$ cat src/include/brcs_pkg.sv
// Constants, register map and carrier types for the receive pattern checker.
// Assumes a 16-bit register port with 12-bit byte addresses.
package brcs_pkg;

   // ***********************************************************
   // Register map
   // ***********************************************************
   localparam int unsigned ADDR_W = 12;
   localparam int unsigned DATA_W = 16;
   localparam logic [11:0] CTRL_OFS = 12'h500;
   localparam logic [11:0] BIT_CNT_LO_OFS = 12'h510;
   localparam logic [11:0] BIT_CNT_HI_OFS = 12'h514;
   localparam logic [11:0] STAT_OFS = 12'h518;
   localparam logic [11:0] ERR_CNT_HI_OFS = 12'h51c;
   localparam logic [11:0] EVT_OFS = 12'h520;
   localparam logic [15:0] CTRL_RESET = 16'h0000;
   localparam logic [15:0] STAT_RESET = 16'h0000;

   // ***********************************************************
   // Field positions
   // ***********************************************************
   localparam int unsigned CTRL_LATCH_BIT = 3;
   localparam int unsigned CTRL_OVF_IRQ_BIT = 13;
   localparam int unsigned CTRL_ERR_IRQ_BIT = 14;
   localparam int unsigned CTRL_SYNC_IRQ_BIT = 15;
   localparam int unsigned STAT_SYNC_BIT = 0;
   localparam int unsigned STAT_ECO_BIT = 1;
   localparam int unsigned STAT_BCO_BIT = 2;
   localparam int unsigned STAT_BED_BIT = 3;
   localparam int unsigned STAT_LOS_BIT = 4;
   localparam int unsigned STAT_RA0_BIT = 5;
   localparam int unsigned STAT_RA1_BIT = 6;
   localparam int unsigned STAT_ERR_LSB = 8;
   localparam int unsigned EVT_CHG_BIT = 0;

   // ***********************************************************
   // Counts and thresholds
   // ***********************************************************
   localparam int unsigned BIT_CNT_W = 32;
   localparam int unsigned ERR_CNT_W = 24;
   localparam int unsigned WIN_BITS = 64;
   localparam logic [5:0] SYNC_MATCH_BITS = 6'd32;
   localparam logic [6:0] WIN_ERR_LIMIT = 7'd6;
   localparam logic [4:0] RUN_LEN = 5'd31;

   // ***********************************************************
   // Types
   // ***********************************************************
   typedef enum logic {SYNC_SEARCH, SYNC_LOCKED} brcs_sync_e;

   typedef struct packed {
      logic sync_irq_en;
      logic err_irq_en;
      logic ovf_irq_en;
      logic latch;
   } brcs_ctrl_s;

   typedef struct packed {
      logic all_ones;
      logic all_zeros;
      logic lock_lost;
      logic bit_err;
      logic bit_ovf;
      logic err_ovf;
      logic lock_chg;
   } brcs_flags_s;

endpackage

$ cat src/design/brcs_sat_cnt.sv
// Saturating up-counter with a pulse on the step that reaches full.
// Assumes inc_i is qualified by the caller.
`timescale 1ns/1ps
`default_nettype none
module brcs_sat_cnt #(
   parameter int unsigned W = 32
) (
   input wire logic sys_clk_i,
   input wire logic rst_n_i,
   input wire logic ce_i,
   input wire logic inc_i,
   output logic [W-1:0] count_o,
   output logic full_o
);
   localparam logic [W-1:0] MAX = '1;

   assign full_o = ce_i & inc_i & (count_o == MAX - 1'b1);

   // Holds at full instead of wrapping
   always_ff @(posedge sys_clk_i) begin
      if (!rst_n_i) begin
         count_o <= '0;
      end else if (ce_i && inc_i && count_o != MAX) begin
         count_o <= count_o + 1'b1;
      end
   end
endmodule // brcs_sat_cnt
`default_nettype wire

$ cat src/design/brcs_sticky.sv
// Sticky status flag: set by hardware, cleared by software.
// Assumes set and clear are single-cycle qualified strobes.
`timescale 1ns/1ps
`default_nettype none
module brcs_sticky (
   input wire logic sys_clk_i,
   input wire logic rst_n_i,
   input wire logic ce_i,
   input wire logic set_i,
   input wire logic clr_i,
   output logic flag_o
);
   // A set in the clearing cycle is kept
   always_ff @(posedge sys_clk_i) begin
      if (!rst_n_i) begin
         flag_o <= 1'b0;
      end else if (ce_i) begin
         flag_o <= set_i | (flag_o & ~clr_i);
      end
   end
endmodule // brcs_sticky
`default_nettype wire

$ cat src/design/brcs_top.sv
// Receive side of a bit error-rate tester: counters, lock tracking, flags.
// Assumes one received bit per cycle with rx_bit_en_i high, and exp_bit_i
// from an external pattern regenerator aligned to the same bit.
//
// Chosen here: the address-and-strobe port.
`timescale 1ns/1ps
`default_nettype none

module brcs_top
   import brcs_pkg::*;
(
   input wire logic sys_clk_i,
   input wire logic rst_n_i,
   input wire logic ce_i,
   input wire logic rx_bit_i,
   input wire logic rx_bit_en_i,
   input wire logic exp_bit_i,
   input wire logic [ADDR_W-1:0] addr_i,
   input wire logic [DATA_W-1:0] wdata_i,
   input wire logic wr_i,
   input wire logic rd_i,
   output logic [DATA_W-1:0] rdata_o,
   output logic searching_o,
   output logic in_sync_o,
   output logic irq_o
);

   // ***********************************************************
   // Declarations
   // ***********************************************************
   brcs_ctrl_s ctrl;
   brcs_flags_s flags;
   brcs_sync_e sync_state;
   logic bit_step;
   logic mismatch;
   logic err_step;
   logic [BIT_CNT_W-1:0] bit_count;
   logic [ERR_CNT_W-1:0] err_count;
   logic bit_full, err_full;
   logic [BIT_CNT_W-1:0] bit_count_lat;
   logic [ERR_CNT_W-1:0] err_count_lat;
   logic latch_q, latch_rise;
   logic [5:0] match_run;
   logic [WIN_BITS-1:0] err_hist;
   logic [6:0] win_cnt;
   logic [6:0] next_win_cnt;
   logic lock_gain, lock_drop;
   logic run_val;
   logic [4:0] run_len;
   logic [4:0] next_run_len;
   logic zero_hit, one_hit;
   logic one_after_zeros, zero_after_ones;
   logic stat_rd, evt_rd, ctrl_wr;
   logic [DATA_W-1:0] stat_word;

   // ***********************************************************
   // Bit comparison and counters
   // ***********************************************************
   assign bit_step = ce_i & rx_bit_en_i;
   assign mismatch = rx_bit_i ^ exp_bit_i;
   assign err_step = (sync_state == SYNC_LOCKED) & mismatch;

   // Bit counter is not gated by lock state
   brcs_sat_cnt #(.W(BIT_CNT_W)) u_bit_cnt (
      .sys_clk_i(sys_clk_i), .rst_n_i(rst_n_i), .ce_i(ce_i),
      .inc_i(rx_bit_en_i), .count_o(bit_count), .full_o(bit_full)
   );

   brcs_sat_cnt #(.W(ERR_CNT_W)) u_err_cnt (
      .sys_clk_i(sys_clk_i), .rst_n_i(rst_n_i), .ce_i(ce_i),
      .inc_i(rx_bit_en_i & err_step), .count_o(err_count), .full_o(err_full)
   );

   // ***********************************************************
   // Count snapshot
   // ***********************************************************
   assign latch_rise = ce_i & ctrl.latch & ~latch_q;

   always_ff @(posedge sys_clk_i) begin
      if (!rst_n_i) begin
         latch_q <= 1'b0;
      end else if (ce_i) begin
         latch_q <= ctrl.latch;
      end
   end

   always_ff @(posedge sys_clk_i) begin
      if (!rst_n_i) begin
         bit_count_lat <= '0;
         err_count_lat <= '0;
      end else if (latch_rise) begin
         bit_count_lat <= bit_count;
         err_count_lat <= err_count;
      end
   end

   // ***********************************************************
   // Lock search and loss window
   // ***********************************************************
   always_comb begin
      next_win_cnt = win_cnt + {6'b0, mismatch} - {6'b0, err_hist[WIN_BITS-1]};
   end

   assign lock_gain = bit_step & (sync_state == SYNC_SEARCH) & ~mismatch
                    & (match_run == SYNC_MATCH_BITS - 6'd1);
   assign lock_drop = bit_step & (sync_state == SYNC_LOCKED)
                    & (next_win_cnt >= WIN_ERR_LIMIT);

   always_ff @(posedge sys_clk_i) begin
      if (!rst_n_i) begin
         sync_state <= SYNC_SEARCH;
      end else if (lock_gain) begin
         sync_state <= SYNC_LOCKED;
      end else if (lock_drop) begin
         sync_state <= SYNC_SEARCH;
      end
   end

   // Consecutive matches while searching
   always_ff @(posedge sys_clk_i) begin
      if (!rst_n_i) begin
         match_run <= '0;
      end else if (bit_step) begin
         if (sync_state != SYNC_SEARCH || lock_gain || mismatch) begin
            match_run <= '0;
         end else begin
            match_run <= match_run + 6'd1;
         end
      end
   end

   // Sliding 64-bit error history, cleared at every lock change
   always_ff @(posedge sys_clk_i) begin
      if (!rst_n_i) begin
         err_hist <= '0;
         win_cnt <= '0;
      end else if (lock_gain || lock_drop) begin
         err_hist <= '0;
         win_cnt <= '0;
      end else if (bit_step && sync_state == SYNC_LOCKED) begin
         err_hist <= {err_hist[WIN_BITS-2:0], mismatch};
         win_cnt <= next_win_cnt;
      end
   end

   assign in_sync_o = (sync_state == SYNC_LOCKED);
   assign searching_o = (sync_state == SYNC_SEARCH);

   // ***********************************************************
   // Runs of zeros and ones
   // ***********************************************************
   always_comb begin
      if (rx_bit_i != run_val) begin
         next_run_len = 5'd1;
      end else if (run_len == RUN_LEN) begin
         next_run_len = RUN_LEN;
      end else begin
         next_run_len = run_len + 5'd1;
      end
   end

   assign zero_hit = bit_step & ~rx_bit_i & (run_len != RUN_LEN)
                   & (next_run_len == RUN_LEN);
   assign one_hit = bit_step & rx_bit_i & (run_len != RUN_LEN)
                  & (next_run_len == RUN_LEN);

   always_ff @(posedge sys_clk_i) begin
      if (!rst_n_i) begin
         run_val <= 1'b0;
         run_len <= '0;
      end else if (bit_step) begin
         run_val <= rx_bit_i;
         run_len <= next_run_len;
      end
   end

   // Opposite value seen since the run flag last latched
   always_ff @(posedge sys_clk_i) begin
      if (!rst_n_i) begin
         one_after_zeros <= 1'b0;
         zero_after_ones <= 1'b0;
      end else begin
         if (zero_hit) begin
            one_after_zeros <= 1'b0;
         end else if (bit_step && rx_bit_i) begin
            one_after_zeros <= 1'b1;
         end
         if (one_hit) begin
            zero_after_ones <= 1'b0;
         end else if (bit_step && !rx_bit_i) begin
            zero_after_ones <= 1'b1;
         end
      end
   end

   // ***********************************************************
   // Latched status flags
   // ***********************************************************
   assign stat_rd = ce_i & rd_i & (addr_i == STAT_OFS);
   assign evt_rd = ce_i & rd_i & (addr_i == EVT_OFS);

   brcs_sticky u_eco (
      .sys_clk_i(sys_clk_i), .rst_n_i(rst_n_i), .ce_i(ce_i),
      .set_i(err_full), .clr_i(stat_rd), .flag_o(flags.err_ovf)
   );
   brcs_sticky u_bco (
      .sys_clk_i(sys_clk_i), .rst_n_i(rst_n_i), .ce_i(ce_i),
      .set_i(bit_full), .clr_i(stat_rd), .flag_o(flags.bit_ovf)
   );
   brcs_sticky u_bed (
      .sys_clk_i(sys_clk_i), .rst_n_i(rst_n_i), .ce_i(ce_i),
      .set_i(bit_step & err_step), .clr_i(stat_rd), .flag_o(flags.bit_err)
   );
   brcs_sticky u_los (
      .sys_clk_i(sys_clk_i), .rst_n_i(rst_n_i), .ce_i(ce_i),
      .set_i(lock_drop), .clr_i(stat_rd), .flag_o(flags.lock_lost)
   );
   brcs_sticky u_ra0 (
      .sys_clk_i(sys_clk_i), .rst_n_i(rst_n_i), .ce_i(ce_i),
      .set_i(zero_hit), .clr_i(stat_rd & one_after_zeros),
      .flag_o(flags.all_zeros)
   );
   brcs_sticky u_ra1 (
      .sys_clk_i(sys_clk_i), .rst_n_i(rst_n_i), .ce_i(ce_i),
      .set_i(one_hit), .clr_i(stat_rd & zero_after_ones),
      .flag_o(flags.all_ones)
   );
   brcs_sticky u_chg (
      .sys_clk_i(sys_clk_i), .rst_n_i(rst_n_i), .ce_i(ce_i),
      .set_i(lock_gain | lock_drop), .clr_i(evt_rd), .flag_o(flags.lock_chg)
   );

   assign irq_o = (ctrl.ovf_irq_en & (flags.err_ovf | flags.bit_ovf))
                | (ctrl.err_irq_en & flags.bit_err)
                | (ctrl.sync_irq_en & flags.lock_chg);

   // ***********************************************************
   // Register port
   // ***********************************************************
   assign ctrl_wr = ce_i & wr_i & (addr_i == CTRL_OFS);

   always_ff @(posedge sys_clk_i) begin
      if (!rst_n_i) begin
         ctrl <= '{default: 1'b0};
      end else if (ctrl_wr) begin
         ctrl.latch <= wdata_i[CTRL_LATCH_BIT];
         ctrl.ovf_irq_en <= wdata_i[CTRL_OVF_IRQ_BIT];
         ctrl.err_irq_en <= wdata_i[CTRL_ERR_IRQ_BIT];
         ctrl.sync_irq_en <= wdata_i[CTRL_SYNC_IRQ_BIT];
      end
   end

   always_comb begin
      stat_word = STAT_RESET;
      stat_word[STAT_SYNC_BIT] = in_sync_o;
      stat_word[STAT_ECO_BIT] = flags.err_ovf;
      stat_word[STAT_BCO_BIT] = flags.bit_ovf;
      stat_word[STAT_BED_BIT] = flags.bit_err;
      stat_word[STAT_LOS_BIT] = flags.lock_lost;
      stat_word[STAT_RA0_BIT] = flags.all_zeros;
      stat_word[STAT_RA1_BIT] = flags.all_ones;
      stat_word[STAT_ERR_LSB +: 8] = err_count_lat[7:0];
   end

   // Read data stand one cycle after the strobe, otherwise zero
   always_ff @(posedge sys_clk_i) begin
      if (!rst_n_i) begin
         rdata_o <= '0;
      end else if (ce_i) begin
         rdata_o <= '0;
         if (rd_i) begin
            unique case (addr_i)
               CTRL_OFS: begin
                  rdata_o <= CTRL_RESET;
                  rdata_o[CTRL_LATCH_BIT] <= ctrl.latch;
                  rdata_o[CTRL_OVF_IRQ_BIT] <= ctrl.ovf_irq_en;
                  rdata_o[CTRL_ERR_IRQ_BIT] <= ctrl.err_irq_en;
                  rdata_o[CTRL_SYNC_IRQ_BIT] <= ctrl.sync_irq_en;
               end
               BIT_CNT_LO_OFS: rdata_o <= bit_count_lat[15:0];
               BIT_CNT_HI_OFS: rdata_o <= bit_count_lat[31:16];
               STAT_OFS: rdata_o <= stat_word;
               ERR_CNT_HI_OFS: rdata_o <= err_count_lat[23:8];
               EVT_OFS: rdata_o <= {15'h0000, flags.lock_chg};
               default: rdata_o <= '0;
            endcase
         end
      end
   end
endmodule // brcs_top
`default_nettype wire

$ cat config.mk
export PLATFORM = sky130hd
export DESIGN_NAME = brcs_top
export DESIGN_NICKNAME = d
export VERILOG_FILES = /design/src/include/brcs_pkg.sv /design/src/design/brcs_sat_cnt.sv /design/src/design/brcs_sticky.sv /design/src/design/brcs_top.sv
export SDC_FILE = /design/constraint.sdc
export NUM_CORES = 1
export LEC_CHECK = 0
export ABC_AREA = 1
export BUFFER_PORTS_ARGS = -buffer_cell sky130_fd_sc_hd__buf_2
export CAP_MARGIN = 20
export CORE_MARGIN = 1.5
export CORE_UTILIZATION = 28
export CTS_CLUSTER_DIAMETER = 60
export CTS_CLUSTER_SIZE = 8
export DETAILED_ROUTE_END_ITERATION = 16
export HOLD_SLACK_MARGIN = 0.08
export MAX_ROUTING_LAYER = met4
export PLACE_DENSITY = 0.5
export SYNTH_ARGS = -nofsm -noshare
export SYNTH_HDL_FRONTEND = slang
export SYNTH_SLANG_ARGS = --single-unit
$ cat constraint.sdc
create_clock -name sys_clk_i -period 2.85 [get_ports sys_clk_i]
set_clock_uncertainty 0.15 [all_clocks]
set_input_delay 0.285 -clock sys_clk_i [delete_from_list [all_inputs] [get_ports sys_clk_i]]
set_output_delay 0.285 -clock sys_clk_i [all_outputs]
set_load 0.02 [all_outputs]
==> results of run 1 <==
[power by group through the flow]
stage                     logic [mW]  clock network [mW]  registers, mW
after CTS                      0.206                3.91           3.18
after global routing           0.243                4.05           3.18
after global placement         0.199                   0           3.25
after floorplan                0.135                   0           3.24
final                          0.220                3.79           3.18
after detailed placement       0.199                   0           3.25
[sequential cells by signal (all words and copies together), names as in the netlist, 4 cells and up]
register           flops
run_len                5
err_hist              64
match_run              6
win_cnt                7
rdata_o               16
bit_count_lat         32
u_err_cnt.count_o     24
ctrl                   4
err_count_lat         24
u_bit_cnt.count_o     32
[synthesized netlist by cell type (4+ instances only)]
master    instances  area share
nand2_1         383        0.13
dfxtp_1         226        0.41
nor2_1          208       0.071
a21oi_1         112       0.051
inv_1           111       0.038
o21ai_0          77       0.035
nand3_1          72       0.033
mux2i_1          61       0.056
nand4_1          31       0.018
clkbuf_1         25      0.0085
nor3_1           24       0.011
nor2_2           23       0.013
buf_2            17      0.0077
xor2_1           17       0.014
buf_6            16       0.016
nand3b_1         14      0.0096
ha_1             13       0.015
nand2_2          13      0.0074
xnor2_1           8      0.0064
inv_2             6      0.0021
nor2_4            6      0.0062
a211oi_1          4      0.0027
clkbuf_4          4      0.0027
nor3_2            4      0.0036
[metrics by stage]
step / hold slack, ns / std cells / area [sq um] / util / power, mW
finish: 0.1312 / 2100 / 12970 / 0.3355 / 7.198
detailed placement: 0.2888 / 2034 / 11730 / 0.3034 / 3.445
CTS: 0.1072 / 2094 / 12870 / 0.3330 / 7.301
global route: 0.1532 / 2100 / 12970 / 0.3355 / 7.474
global placement: 0.2839 / 2034 / 11730 / 0.3034 / 3.444
floorplan: 0.2719 / 1509 / 10980 / - / 3.378
[tightest hold or removal path, delay by kind of cell]
kind	cells	cell delay, ns
compound gates	1	0.05
buf+inv	1	0.11
simple gates	3	0.29
[placed cells by master (no fill, tap or decap), types with 22 or more instances in the layout]
master,synthesis,layout
nor2_2,23,22
nand2_1,383,383
nand3_1,72,72
nor2_1,208,207
o21ai_0,77,77
buf_4,3,27
a21oi_1,112,112
inv_1,111,111
nand4_1,31,31
dfxtp_1,226,226
mux2i_1,61,61
clkbuf_16,0,39
nor3_1,24,24
buf_2,17,42
[worst max path at each step]
stage | endpoint | slack (ns) | cells after the start
3_3_place_gp | err_hist[28]$_SDFFE_PP0P_ | 0.16 | 14
4_1_cts | err_hist[20]$_SDFFE_PP0P_ | 0.13 | 14
3_5_place_dp | err_hist[35]$_SDFFE_PP0P_ | 0.14 | 14
5_1_grt | err_hist[10]$_SDFFE_PP0P_ | 0.02 | 15
6_report | err_hist[48]$_SDFFE_PP0P_ | 0.20 | 15
2_1_floorplan | err_hist[57]$_SDFFE_PP0P_ | 0.40 | 14
[cell type report]
type	count	area [sq um]
clock buffer	41	960.9
clock inverter	5	41.29
fill	4086	25680
inverter	120	450.4
multi-input combinational	1098	5608
sequential	226	4524
tap	518	648.1
timing repair buffer	92	734.5
[what timing repair did]
item                                    CTS  global route
endpoints found under the hold margin    14             0
gates resized for setup                   0             1
setup buffers                             0             3
endpoints found under the setup margin    0            56
hold buffers                             14             0
[layer usage]
metal	part of all wire	up-vias	routed length (microns)
met5	0	-	0
met4	0.029	0	823
met1	0.49	4417	14000
met3	0.036	49	1024
li1	-	5004	-
met2	0.45	146	12960
[cell families after synthesis]
group,count (synthesis),synth area share
buffers and inverters,185,0.07852
flip-flops,226,0.4121
multiplexers,61,0.05561
AND/OR/NAND/NOR,791,0.3169
adder cells (fa/ha/maj),14,0.01664
AO/OA/AOI/OAI,206,0.09881
XOR/XNOR,26,0.02142
==> metrics.cfg, run 1 <==
[run_status]
status=completed

[yosys]
synth_ff_type=dfxtp_1
synth_cell_types=48
yosysSeqAreaShare=0.4121
syn_nets=1559
synth_edf_count=0
syn-mean-instance-area_sq_um=7.276
ys_warn_count=0
syn_inst=1509
syn_area_sq_um=10980
async_flop_share=0
ys_ff_latch=226

[global_routing]
gr-total-overflow=0
grt_max_degree=86
antenna_found_initial=0
met1_usage=0.1920
top_usage_layer=met2
grt_pass1_vias=9158
grt_first_pass_wirelength_microns=47420
grtUsageMet2=0.2285
grt.total_usage=0.1469
grt_util_met3=0.02192

[clocking]
cts_root_buf=clkbuf_16
clkTransAtPathRegs_ns=0.05
cts_max_level=2
cts.sinks=226
clockBufferDepth=3
cts_buffers=36
insertion_delay_ns=0.51
tritoncts=done

[timing]
tightest_slew_ns=0.6632
finalCritPeriodShare=0.9297
final_max_slew_viol_count=0
setup_slack_ns=0.2003
hold_viol=0
setup_tns_ns=0
setup_viol_count_final=0
rsz0062_at_grt=false
fin_crit_ns=2.650
slew-limit-headroom=0.5579
max_freq_mhz=377.4

[finish]
drive_gt1_frac=0.1207
final_nets=1624
antenna_cells=0
area_growth_pct=18.11

[setup_path]
rr_endpoint=err_hist[48]$_SDFFE_PP0P_
crit_buf_inv=4
startpoint=win_cnt[0]$_SDFFE_PP0P_
reg2regPathDepth=15
crit_fanout=13
rrSetupSlack_ns=0.20
arrival_ns=2.95
reg2reg_from=win_cnt[0]$_SDFFE_PP0P_
crit_slowest_cell=fa_1
critPathMaxStageDelay_ns=0.37
path_class=reg -> reg
crit_family=simple AND/OR/NAND/NOR gates
crit_path_end_kind=register
required_ns=3.15
crit_chain=inv_1 -> ha_1 -> inv_1 -> ha_2 -> fa_1 -> or2_1 -> nand3_1 -> nand3_1 -> nor2_1 -> nand2_1 -> nand2_2 -> nand4_4 -> buf_12 -> clkbuf_16 -> nor2_1
crit_path_start_kind=register

[floorplan]
die_h_microns=201.0
core_sq_um=38650
dieWidth_microns=201.0
io_pins=55
num_rows=72
dieArea_sq_um=40410
start_util=0.2841

[pwr]
p_seq_frac=0.442
pwr-share-clk=0.527
power_density_nw_per_um2=555.1
p_leak_nw=4.956
peakVddDrop_mv=0.3164
p_switching_mw=1.592
share_comb_of_total_power=0.031
intPower_mw=5.606
swShare=0.2211

[placement]
place_ws_ns=0.1444
dpl.hpwl_microns=20050
gp_congestion=0.9175
io_buffers=42

[drt]
vias_per_cell=4.579
route.detailed.drc=0
drt_pass1_iterations=7
wirelength_microns=28810
wire_per_inst_microns=13.72
vias=9616
postRouteAntennaNets=0
dr.first_iter.drc_count=523

[hold_path]
hold_path_class=in -> reg
min-delay-start=rd_i
holdPathStages=5
whs_endpoint=rdata_o[15]$_SDFFE_PN0P_

[run]
drv_cap=0

(Power assumes the default switching activity.)
==> inputs of run 2 (changes only) <==
--- a/config.mk
+++ b/config.mk
@@ -5,7 +5,6 @@
 export SDC_FILE = /design/constraint.sdc
 export NUM_CORES = 1
 export LEC_CHECK = 0
-export ABC_AREA = 1
 export BUFFER_PORTS_ARGS = -buffer_cell sky130_fd_sc_hd__buf_2
 export CAP_MARGIN = 20
 export CORE_MARGIN = 1.5
@@ -14,7 +13,6 @@
 export CTS_CLUSTER_SIZE = 8
 export DETAILED_ROUTE_END_ITERATION = 16
 export HOLD_SLACK_MARGIN = 0.08
-export MAX_ROUTING_LAYER = met4
 export PLACE_DENSITY = 0.5
 export SYNTH_ARGS = -nofsm -noshare
 export SYNTH_HDL_FRONTEND = slang
==> run 2 against run 1 <==
Effect of this change: the run now ends with negative setup slack left; first-iteration DRC count shrank 12%; maximum frequency shrank 8.5%; non-clock buffer count shrank 6; synthesized cell count shrank 29%; register-to-register slack lost 0.25 ns; sequential power is essentially flat; flip-flop and latch count is the same; final cell count shrank 25%; hold slack lost 0.023 ns; critical path type unchanged; largest cell class unchanged.
==> metrics.cfg, run 2 <==
[finish]
largest_reg_flops=64  ; unchanged
reg.largest.list=err_hist x64, bit_count_lat x32, u_bit_cnt.count_o x32  ; unchanged
drive_gt1_frac=0.1636  ; was 0.1207
stdcell_area_sq_um=11920  ; was 12970 sq um
mostFrequentLayoutCell=dfxtp_1  ; was nand2_1
fin_util=0.3529  ; was 0.3355
final_cell_mix=dfxtp_1 (225), nand2_1 (161), a21oi_1 (88), nor2_1 (77), mux2i_1 (68)  ; was nand2_1 (383), dfxtp_1 (226), nor2_1 (207), a21oi_1 (112), inv_1 (111)
antenna_cells=0  ; unchanged
top_register=err_hist  ; unchanged
final_nets=1178  ; was 1624
area_growth_pct=23.18  ; was 18.11%

[placement]
dpl.hpwl_microns=15270  ; was 20050 microns
io_buffers=42  ; unchanged
gp_congestion=0.7978  ; was 0.9175
placed_area_sq_um=10470  ; was 11730 sq um

[hold_path]
hold_path_class=in -> reg  ; unchanged

[setup_path]
crit_chain=inv_2 -> ha_4 -> inv_2 -> ha_4 -> fa_2 -> a211oi_2 -> o21bai_1 -> a21oi_2 -> xnor2_2 -> a31oi_4 -> buf_6 -> buf_12 -> clkbuf_16 -> nor3_2  ; was inv_1 -> ha_1 -> inv_1 -> ha_2 -> fa_1 -> or2_1 -> nand3_1 -> nand3_1 -> nor2_1 -> nand2_1 -> nand2_2 -> nand4_4 -> buf_12 -> clkbuf_16 -> nor2_1
required_ns=3.07  ; was 3.15 ns
rrSetupSlack_ns=-0.05  ; was 0.20 ns
path_class=reg -> reg  ; unchanged
critPathMaxStageDelay_ns=0.40  ; was 0.37 ns
startpoint=win_cnt[0]$_SDFFE_PP0P_  ; unchanged
arrival_ns=3.12  ; was 2.95 ns
crit_end=win_cnt[0]$_SDFFE_PP0P_  ; was err_hist[48]$_SDFFE_PP0P_
rr_endpoint=win_cnt[0]$_SDFFE_PP0P_  ; was err_hist[48]$_SDFFE_PP0P_
crit_buf_inv=5  ; was 4
crit_path_end_kind=register  ; unchanged
worstSetupPathDepth=14  ; was 15
crit_fanout=7  ; was 13
reg2reg_from=win_cnt[0]$_SDFFE_PP0P_  ; unchanged
crit_slowest_cell=fa_2  ; was fa_1
reg2regPathDepth=14  ; was 15
crit_family=adder cells  ; was simple AND/OR/NAND/NOR gates
crit_path_start_kind=register  ; unchanged

[timing]
setup_slack_ns=-0.04516  ; was 0.2003 ns
max_freq_mhz=345.4  ; was 377.4 MHz
rsz0062_at_grt=true  ; was false
final_max_slew_viol_count=0  ; unchanged
slew-limit-headroom=0.3227  ; was 0.5579
tightest_slew_ns=1.012  ; was 0.6632 ns
finalCritPeriodShare=1.016  ; was 0.9297
fin_crit_ns=2.895  ; was 2.650 ns
hold_viol=0  ; unchanged
setup_viol_count_final=26  ; was 0

[yosys]
syn-mean-instance-area_sq_um=9.029  ; was 7.276 sq um
async_flop_share=0  ; unchanged
ys_ff_latch=226  ; unchanged
synth_top_cell_by_area=dfxtp_1  ; unchanged
synth_edf_count=0  ; unchanged
synth_top_area_frac=0.4674  ; was 0.4121
ys_warn_count=0  ; unchanged
yosysMostFrequentCell=dfxtp_1  ; was nand2_1
syn_inst=1072  ; was 1509
synth_ff_type=dfxtp_1  ; unchanged
synth_common_cells=dfxtp_1 (226), nand2_1 (162), a21oi_1 (88), nor3_1 (84), nor2_1 (78)  ; was nand2_1 (383), dfxtp_1 (226), nor2_1 (208), a21oi_1 (112), inv_1 (111)
synth_cell_types=59  ; was 48
yosysSeqAreaShare=0.4674  ; was 0.4121
syn_nets=1122  ; was 1559
syn_area_sq_um=9679  ; was 10980 sq um
synthTopCellsByArea=dfxtp_1 (47%), mux2i_1 (7.0%), nand2_1 (6.3%), a21oi_1 (4.6%), nor3_1 (4.3%)  ; was dfxtp_1 (41%), nand2_1 (13%), nor2_1 (7.1%), mux2i_1 (5.6%), a21oi_1 (5.1%)

[global_routing]
antenna_found_initial=0  ; unchanged
gr-total-overflow=0  ; unchanged
grt_pass1_vias=7472  ; was 9158
grt.total_usage=0.1351  ; was 0.1469
grt_max_degree=72  ; was 86
grt_first_pass_wirelength_microns=39270  ; was 47420 microns

[clocking]
clockBufferDepth=3  ; unchanged
cts_buffers=34  ; was 36
tritoncts=done  ; unchanged
cts_root_buf=clkbuf_16  ; unchanged
clkTransAtPathRegs_ns=0.05  ; about the same
cts_max_level=2  ; unchanged
insertion_delay_ns=0.51  ; about the same
cts.sinks=226  ; unchanged

[run_status]
violations=negative setup slack
status=complete, but fails checks  ; was completed

[drt]
route.detailed.drc=0  ; unchanged
drt_pass1_iterations=7  ; unchanged
postRouteAntennaNets=0  ; unchanged
vias=7704  ; was 9616
wirelength_microns=24140  ; was 28810 microns
wire_per_inst_microns=15.29  ; was 13.72 microns
dr.first_iter.drc_count=458  ; was 523
vias_per_cell=4.879  ; was 4.579

[pwr]
p_leak_nw=3.986  ; was 4.956 nW
power_density_nw_per_um2=586.8  ; was 555.1 nW/um^2
peakVddDrop_mv=0.3508  ; was 0.3164 mV

[floorplan]
dieWidth_microns=188.9  ; was 201.0 microns
core_sq_um=33780  ; was 38650 sq um
io_pins=55  ; unchanged
dieArea_sq_um=35690  ; was 40410 sq um
start_util=0.2865  ; was 0.2841
num_rows=67  ; was 72
die_h_microns=188.9  ; was 201.0 microns

[run]
drv_cap=0  ; unchanged

==> run 2: cell count changes after synthesis, moves of 14 or more <==
cell      before  now
clkbuf_1      25   44
mux4_2         0   15
a21oi_1      112   88
nand3_1       72   20
nor2_1       208   78
buf_6         16    0
xnor2_1        8   25
nand2_1      383  162
xor2_1        17   31
nor2_2        23    0
nor3_1        24   84
o21ai_0       77   22
nand3b_1      14    0
inv_1        111   23
==> run 2: metal layers <==
metal  track usage  vias to the layer above  routed length, microns
met1        0.1807                     3668                   11490
met3       0.02725                       33                    1068
met2        0.2213                      132                   11170
met4       0.03571                        0                     418
li1              -                     3871                       -
met5             0                        -                       0
==> run 2: kinds of logic (layout without fill, tap and decap cells) <==
logic type | count (synthesis) | in the layout | share of synthesized area
AO/OA/AOI/OAI | 163 | 163 | 0.1038
XOR/XNOR | 56 | 56 | 0.05067
adder cells (fa/ha/maj) | 14 | 14 | 0.01887
buffers and inverters | 90 | 149 | 0.03762
flip-flops | 226 | 226 | 0.4674
multiplexers | 83 | 83 | 0.1052
AND/OR/NAND/NOR | 440 | 440 | 0.2164
==> run 2: per-stage QoR <==
step / hold WS [ns] / setup TNS [ns] / total power [mW] / worst slack, ns / instances
after detailed placement: 0.2971 / -9.422 / 3.401 / -0.1764 / 1522
after floorplan: 0.2525 / 0 / 3.339 / 0.01982 / 1072
final: 0.1080 / -0.5200 / 6.996 / -0.04516 / 1579
after CTS: 0.1007 / -2.922 / 7.107 / -0.1079 / 1577
after global routing: 0.1108 / -9.020 / 7.274 / -0.1814 / 1579
after global placement: 0.2933 / -8.956 / 3.401 / -0.1476 / 1522
==> run 2: report_power, final <==
group	switching, mW	internal, mW	total (mW)
clock	1.40	2.25	3.65
combinational	0.113	0.0536	0.167
sequential	0.00791	3.17	3.18
==> run 2: layout make-up <==
cell class / count / area, sq um
tap: 448 / 560.5
timing repair buffer: 86 / 749.5
clock inverter: 4 / 88.84
fill: 3477 / 21860
clock buffer: 35 / 864.6
inverter: 24 / 92.59
multi-input combinational: 756 / 5041
sequential: 226 / 4526
==> run 2: what timing repair did <==
item,in CTS,in global routing
pin swaps,6,16
hold endpoints to repair,8,0
endpoints found under the setup margin,72,72
hold buffers,7,0
gates cloned,5,1
buffers inserted,7,1
gates resized for setup,35,21
==> run 2: worst register-to-register path: cells and delay by family, from the launching register on <==
kind	cells	cell delay [ns]
adders and majority gates	3	0.81
AOI/OAI and AO/OA	4	0.80
buffers and inverters	5	0.54
DFF	1	0.32
xor gates and xnor gates	1	0.11
and+or+nand+nor	1	0.04
==> run 2: worst min path at each step <==
stage / startpoint / end / depth (start not counted)
global route: rx_bit_i / one_after_zeros$_SDFFE_PP0P_ / 4
detailed placement: bit_count_lat[12]$_SDFFE_PN0P_ / bit_count_lat[12]$_SDFFE_PN0P_ / 2
global placement: err_count_lat[18]$_SDFFE_PN0P_ / err_count_lat[18]$_SDFFE_PN0P_ / 2
finish: rx_bit_i / u_ra1.flag_o$_SDFFE_PN0P_ / 4
floorplan: rst_n_i / u_los.flag_o$_SDFFE_PN0P_ / 1
CTS: rx_bit_i / one_after_zeros$_SDFFE_PP0P_ / 4
==> inputs of run 3 (changes only) <==
==> constraint.sdc (replaced) <==
create_clock -name sys_clk_i -period 3.35 [get_ports sys_clk_i]
set_clock_uncertainty 0.15 [all_clocks]
set_input_delay 0.335 -clock sys_clk_i [delete_from_list [all_inputs] [get_ports sys_clk_i]]
set_output_delay 0.335 -clock sys_clk_i [all_outputs]
set_load 0.02 [all_outputs]
==> run 3 against run 2 <==
Effect of this change: the run now ends clean; final area is 3.5% lower; combinational power is 18% lower; core utilization shrank 1.2 points; total power down 15%; clock-buffer cell count grew 4; sequential power fell by 15%; clock power down 15%; via count shrank 2.1%; largest cell class unchanged; register-to-register slack better by 0.39 ns; global-route usage is 0.68 points lower; final cell count down 0.70%.
==> metrics.cfg, run 3 (same netlist as run 2, synthesis figures left out) <==
[floorplan]
core_sq_um=33780  ; unchanged
io_pins=55  ; unchanged
start_util=0.2865  ; unchanged
die_h_microns=188.9  ; unchanged
dieWidth_microns=188.9  ; unchanged
num_rows=67  ; unchanged
dieArea_sq_um=35690  ; unchanged

[finish]
final_cell_mix=dfxtp_1 (226), nand2_1 (161), a21oi_1 (88), nor3_1 (84), nor2_1 (77)  ; was dfxtp_1 (225), nand2_1 (161), a21oi_1 (88), nor2_1 (77), mux2i_1 (68)
multi_input_area_sq_um=4860  ; was 5041 sq um
reg.largest.list=err_hist x64, bit_count_lat x32, u_bit_cnt.count_o x32  ; unchanged
area_growth_pct=18.92  ; was 23.18%
final_nets=1164  ; was 1178
top_register=err_hist  ; unchanged
largest_reg_flops=64  ; unchanged
mostFrequentLayoutCell=dfxtp_1  ; unchanged
drive_gt1_frac=0.1250  ; was 0.1636
n_fill_cell=3488  ; was 3477
seqCellArea_sq_um=4524  ; was 4526 sq um
antenna_cells=0  ; unchanged

[setup_path]
required_ns=3.57  ; was 3.07 ns
rrSetupSlack_ns=0.34  ; was -0.05 ns
crit_fanout=26  ; was 7
crit_path_start_kind=input port  ; was register
startpoint=rx_bit_i  ; was win_cnt[0]$_SDFFE_PP0P_
critPathMaxStageDelay_ns=0.56  ; was 0.40 ns
path_class=in -> reg  ; was reg -> reg
crit_top_cell=buf_12
crit_path_end_kind=register  ; unchanged
reg2reg_from=win_cnt[0]$_SDFFE_PP0P_  ; unchanged
crit_family=buffers and inverters  ; was adder cells
crit_buf_inv=4  ; was 5
crit_chain=dlygate4sd3_1 -> buf_2 -> xor2_2 -> ha_1 -> fa_1 -> nor2_1 -> a41oi_1 -> a21boi_0 -> o22ai_2 -> a31oi_4 -> buf_12 -> buf_12 -> nor3_1  ; was inv_2 -> ha_4 -> inv_2 -> ha_4 -> fa_2 -> a211oi_2 -> o21bai_1 -> a21oi_2 -> xnor2_2 -> a31oi_4 -> buf_6 -> buf_12 -> clkbuf_16 -> nor3_2
crit_slowest_cell=fa_1  ; was fa_2
arrival_ns=3.34  ; was 3.12 ns

[timing]
tightest_slew_ns=0.9190  ; was 1.012 ns
fin_hold_ws_ns=0.1320  ; was 0.1080 ns
hold_viol=0  ; unchanged
max_freq_mhz=320.4
rsz0062_at_grt=false  ; was true
final_max_slew_viol_count=0  ; unchanged
fin_crit_ns=3.121
slew-limit-headroom=0.3851  ; was 0.3227
finalCritPeriodShare=0.9317
setup_tns_ns=0  ; was -0.5200 ns
setup_viol_count_final=0  ; was 26

[clocking]
cts_buffers=35  ; was 34
clockBufferDepth=3  ; unchanged
tritoncts=done  ; unchanged
clkTransAtPathRegs_ns=0.05  ; about the same
insertion_delay_ns=0.51  ; about the same
cts_max_level=2  ; unchanged
cts.sinks=226  ; unchanged
cts_root_buf=clkbuf_16  ; unchanged

[placement]
gp_congestion=0.7865  ; was 0.7978
io_buffers=42  ; unchanged
dpl.hpwl_microns=14840  ; was 15270 microns

[drt]
vias=7544  ; was 7704
dr.first_iter.drc_count=479  ; was 458
route.detailed.drc=0  ; unchanged
wirelength_microns=23030  ; was 24140 microns
drt_pass1_iterations=5  ; was 7
vias_per_cell=4.811  ; was 4.879
postRouteAntennaNets=0  ; unchanged
wire_per_inst_microns=14.69  ; was 15.29 microns

[pwr]
p_leak_nw=3.831  ; was 3.986 nW
power_density_nw_per_um2=515.2  ; was 586.8 nW/um^2
peakVddDrop_mv=0.3891  ; was 0.3508 mV

[global_routing]
grt.total_usage=0.1283  ; was 0.1351
grt_first_pass_wirelength_microns=37430  ; was 39270 microns
grt_pass1_vias=6989  ; was 7472
antenna_found_initial=0  ; unchanged
grt_max_degree=132  ; was 72
gr-total-overflow=0  ; unchanged

[run]
drv_cap=0  ; unchanged

[run_status]
status=completed  ; was complete, but fails checks

[hold_path]
min-delay-start=ce_i  ; was rx_bit_i
hold_path_class=in -> reg  ; unchanged

[run 3: cell types whose count changed in the layout (fill, tap and decap cells not counted), moves of 2 or more]
| cell | before | now |
|---|---|---|
| buf_16 | 5 | 0 |
| buf_6 | 3 | 0 |
| clkinv_8 | 0 | 2 |
| nor3_4 | 6 | 0 |
| nor3_2 | 18 | 0 |
| clkbuf_1 | 0 | 2 |
| nor3_1 | 60 | 84 |
| ha_4 | 2 | 0 |
| buf_4 | 23 | 15 |
| inv_2 | 2 | 0 |
| inv_1 | 21 | 23 |
| ha_1 | 11 | 13 |
[run 3: metrics by stage]
stage / power, mW / util / instances / cell area [sq um] / setup slack [ns]
finish: 5.930 / 0.3407 / 1568 / 11510 / 0.2290
global route: 6.160 / 0.3407 / 1568 / 11510 / 0.01005
CTS: 6.034 / 0.3378 / 1563 / 11410 / 0.08851
detailed placement: 2.891 / 0.3074 / 1513 / 10390 / 0.1793
global placement: 2.891 / 0.3074 / 1513 / 10390 / 0.1850
floorplan: 2.841 / - / 1072 / 9679 / 0.4858
[run 3: report_power, final]
part | internal, mW | switching (mW) | leakage [nW]
Sequential | 2.70 | 0.00672 | 1.82
Combinational | 0.0447 | 0.0919 | 1.54
Clock | 1.90 | 1.18 | 0.466
Total | 4.65 | 1.28 | 3.83
[run 3: layout make-up]
cell class,count,share of cell area
clock buffer,39,0.07913
timing repair buffer,70,0.04500
sequential,226,0.3930
tap,448,0.04870
inverter,24,0.008044
clock inverter,4,0.003913
multi-input combinational,757,0.4222
[run 3: final timing paths]
check | end | cells after the start
min reg2reg | err_count_lat[11]$_SDFFE_PN0P_ | 2
min | rdata_o[7]$_SDFFE_PN0P_ | 3
max | err_hist[42]$_SDFFE_PP0P_ | 13
max reg2reg | err_hist[42]$_SDFFE_PP0P_ | 13
[run 3: what timing repair did]
action                                  CTS  global route
endpoints found under the setup margin    0            67
endpoints found under the hold margin    12             0
buffers inserted                          0             3
gates resized for setup                   0             4
hold buffers                              7             0
[run 3: worst min-delay path, stage by stage]
cell and delay, ns:
buf_2 0.19, nand4_1 0.12, a21oi_1 0.06
[run 3: per-layer routing]
metal / part of all wire / global-route usage / vias to the layer above
met5: 0 / 0 / -
met4: 0.025 / 0.04457 / 0
met3: 0.046 / 0.02261 / 40
met2: 0.43 / 0.1919 / 157
met1: 0.50 / 0.1845 / 3500
li1: - / - / 3847
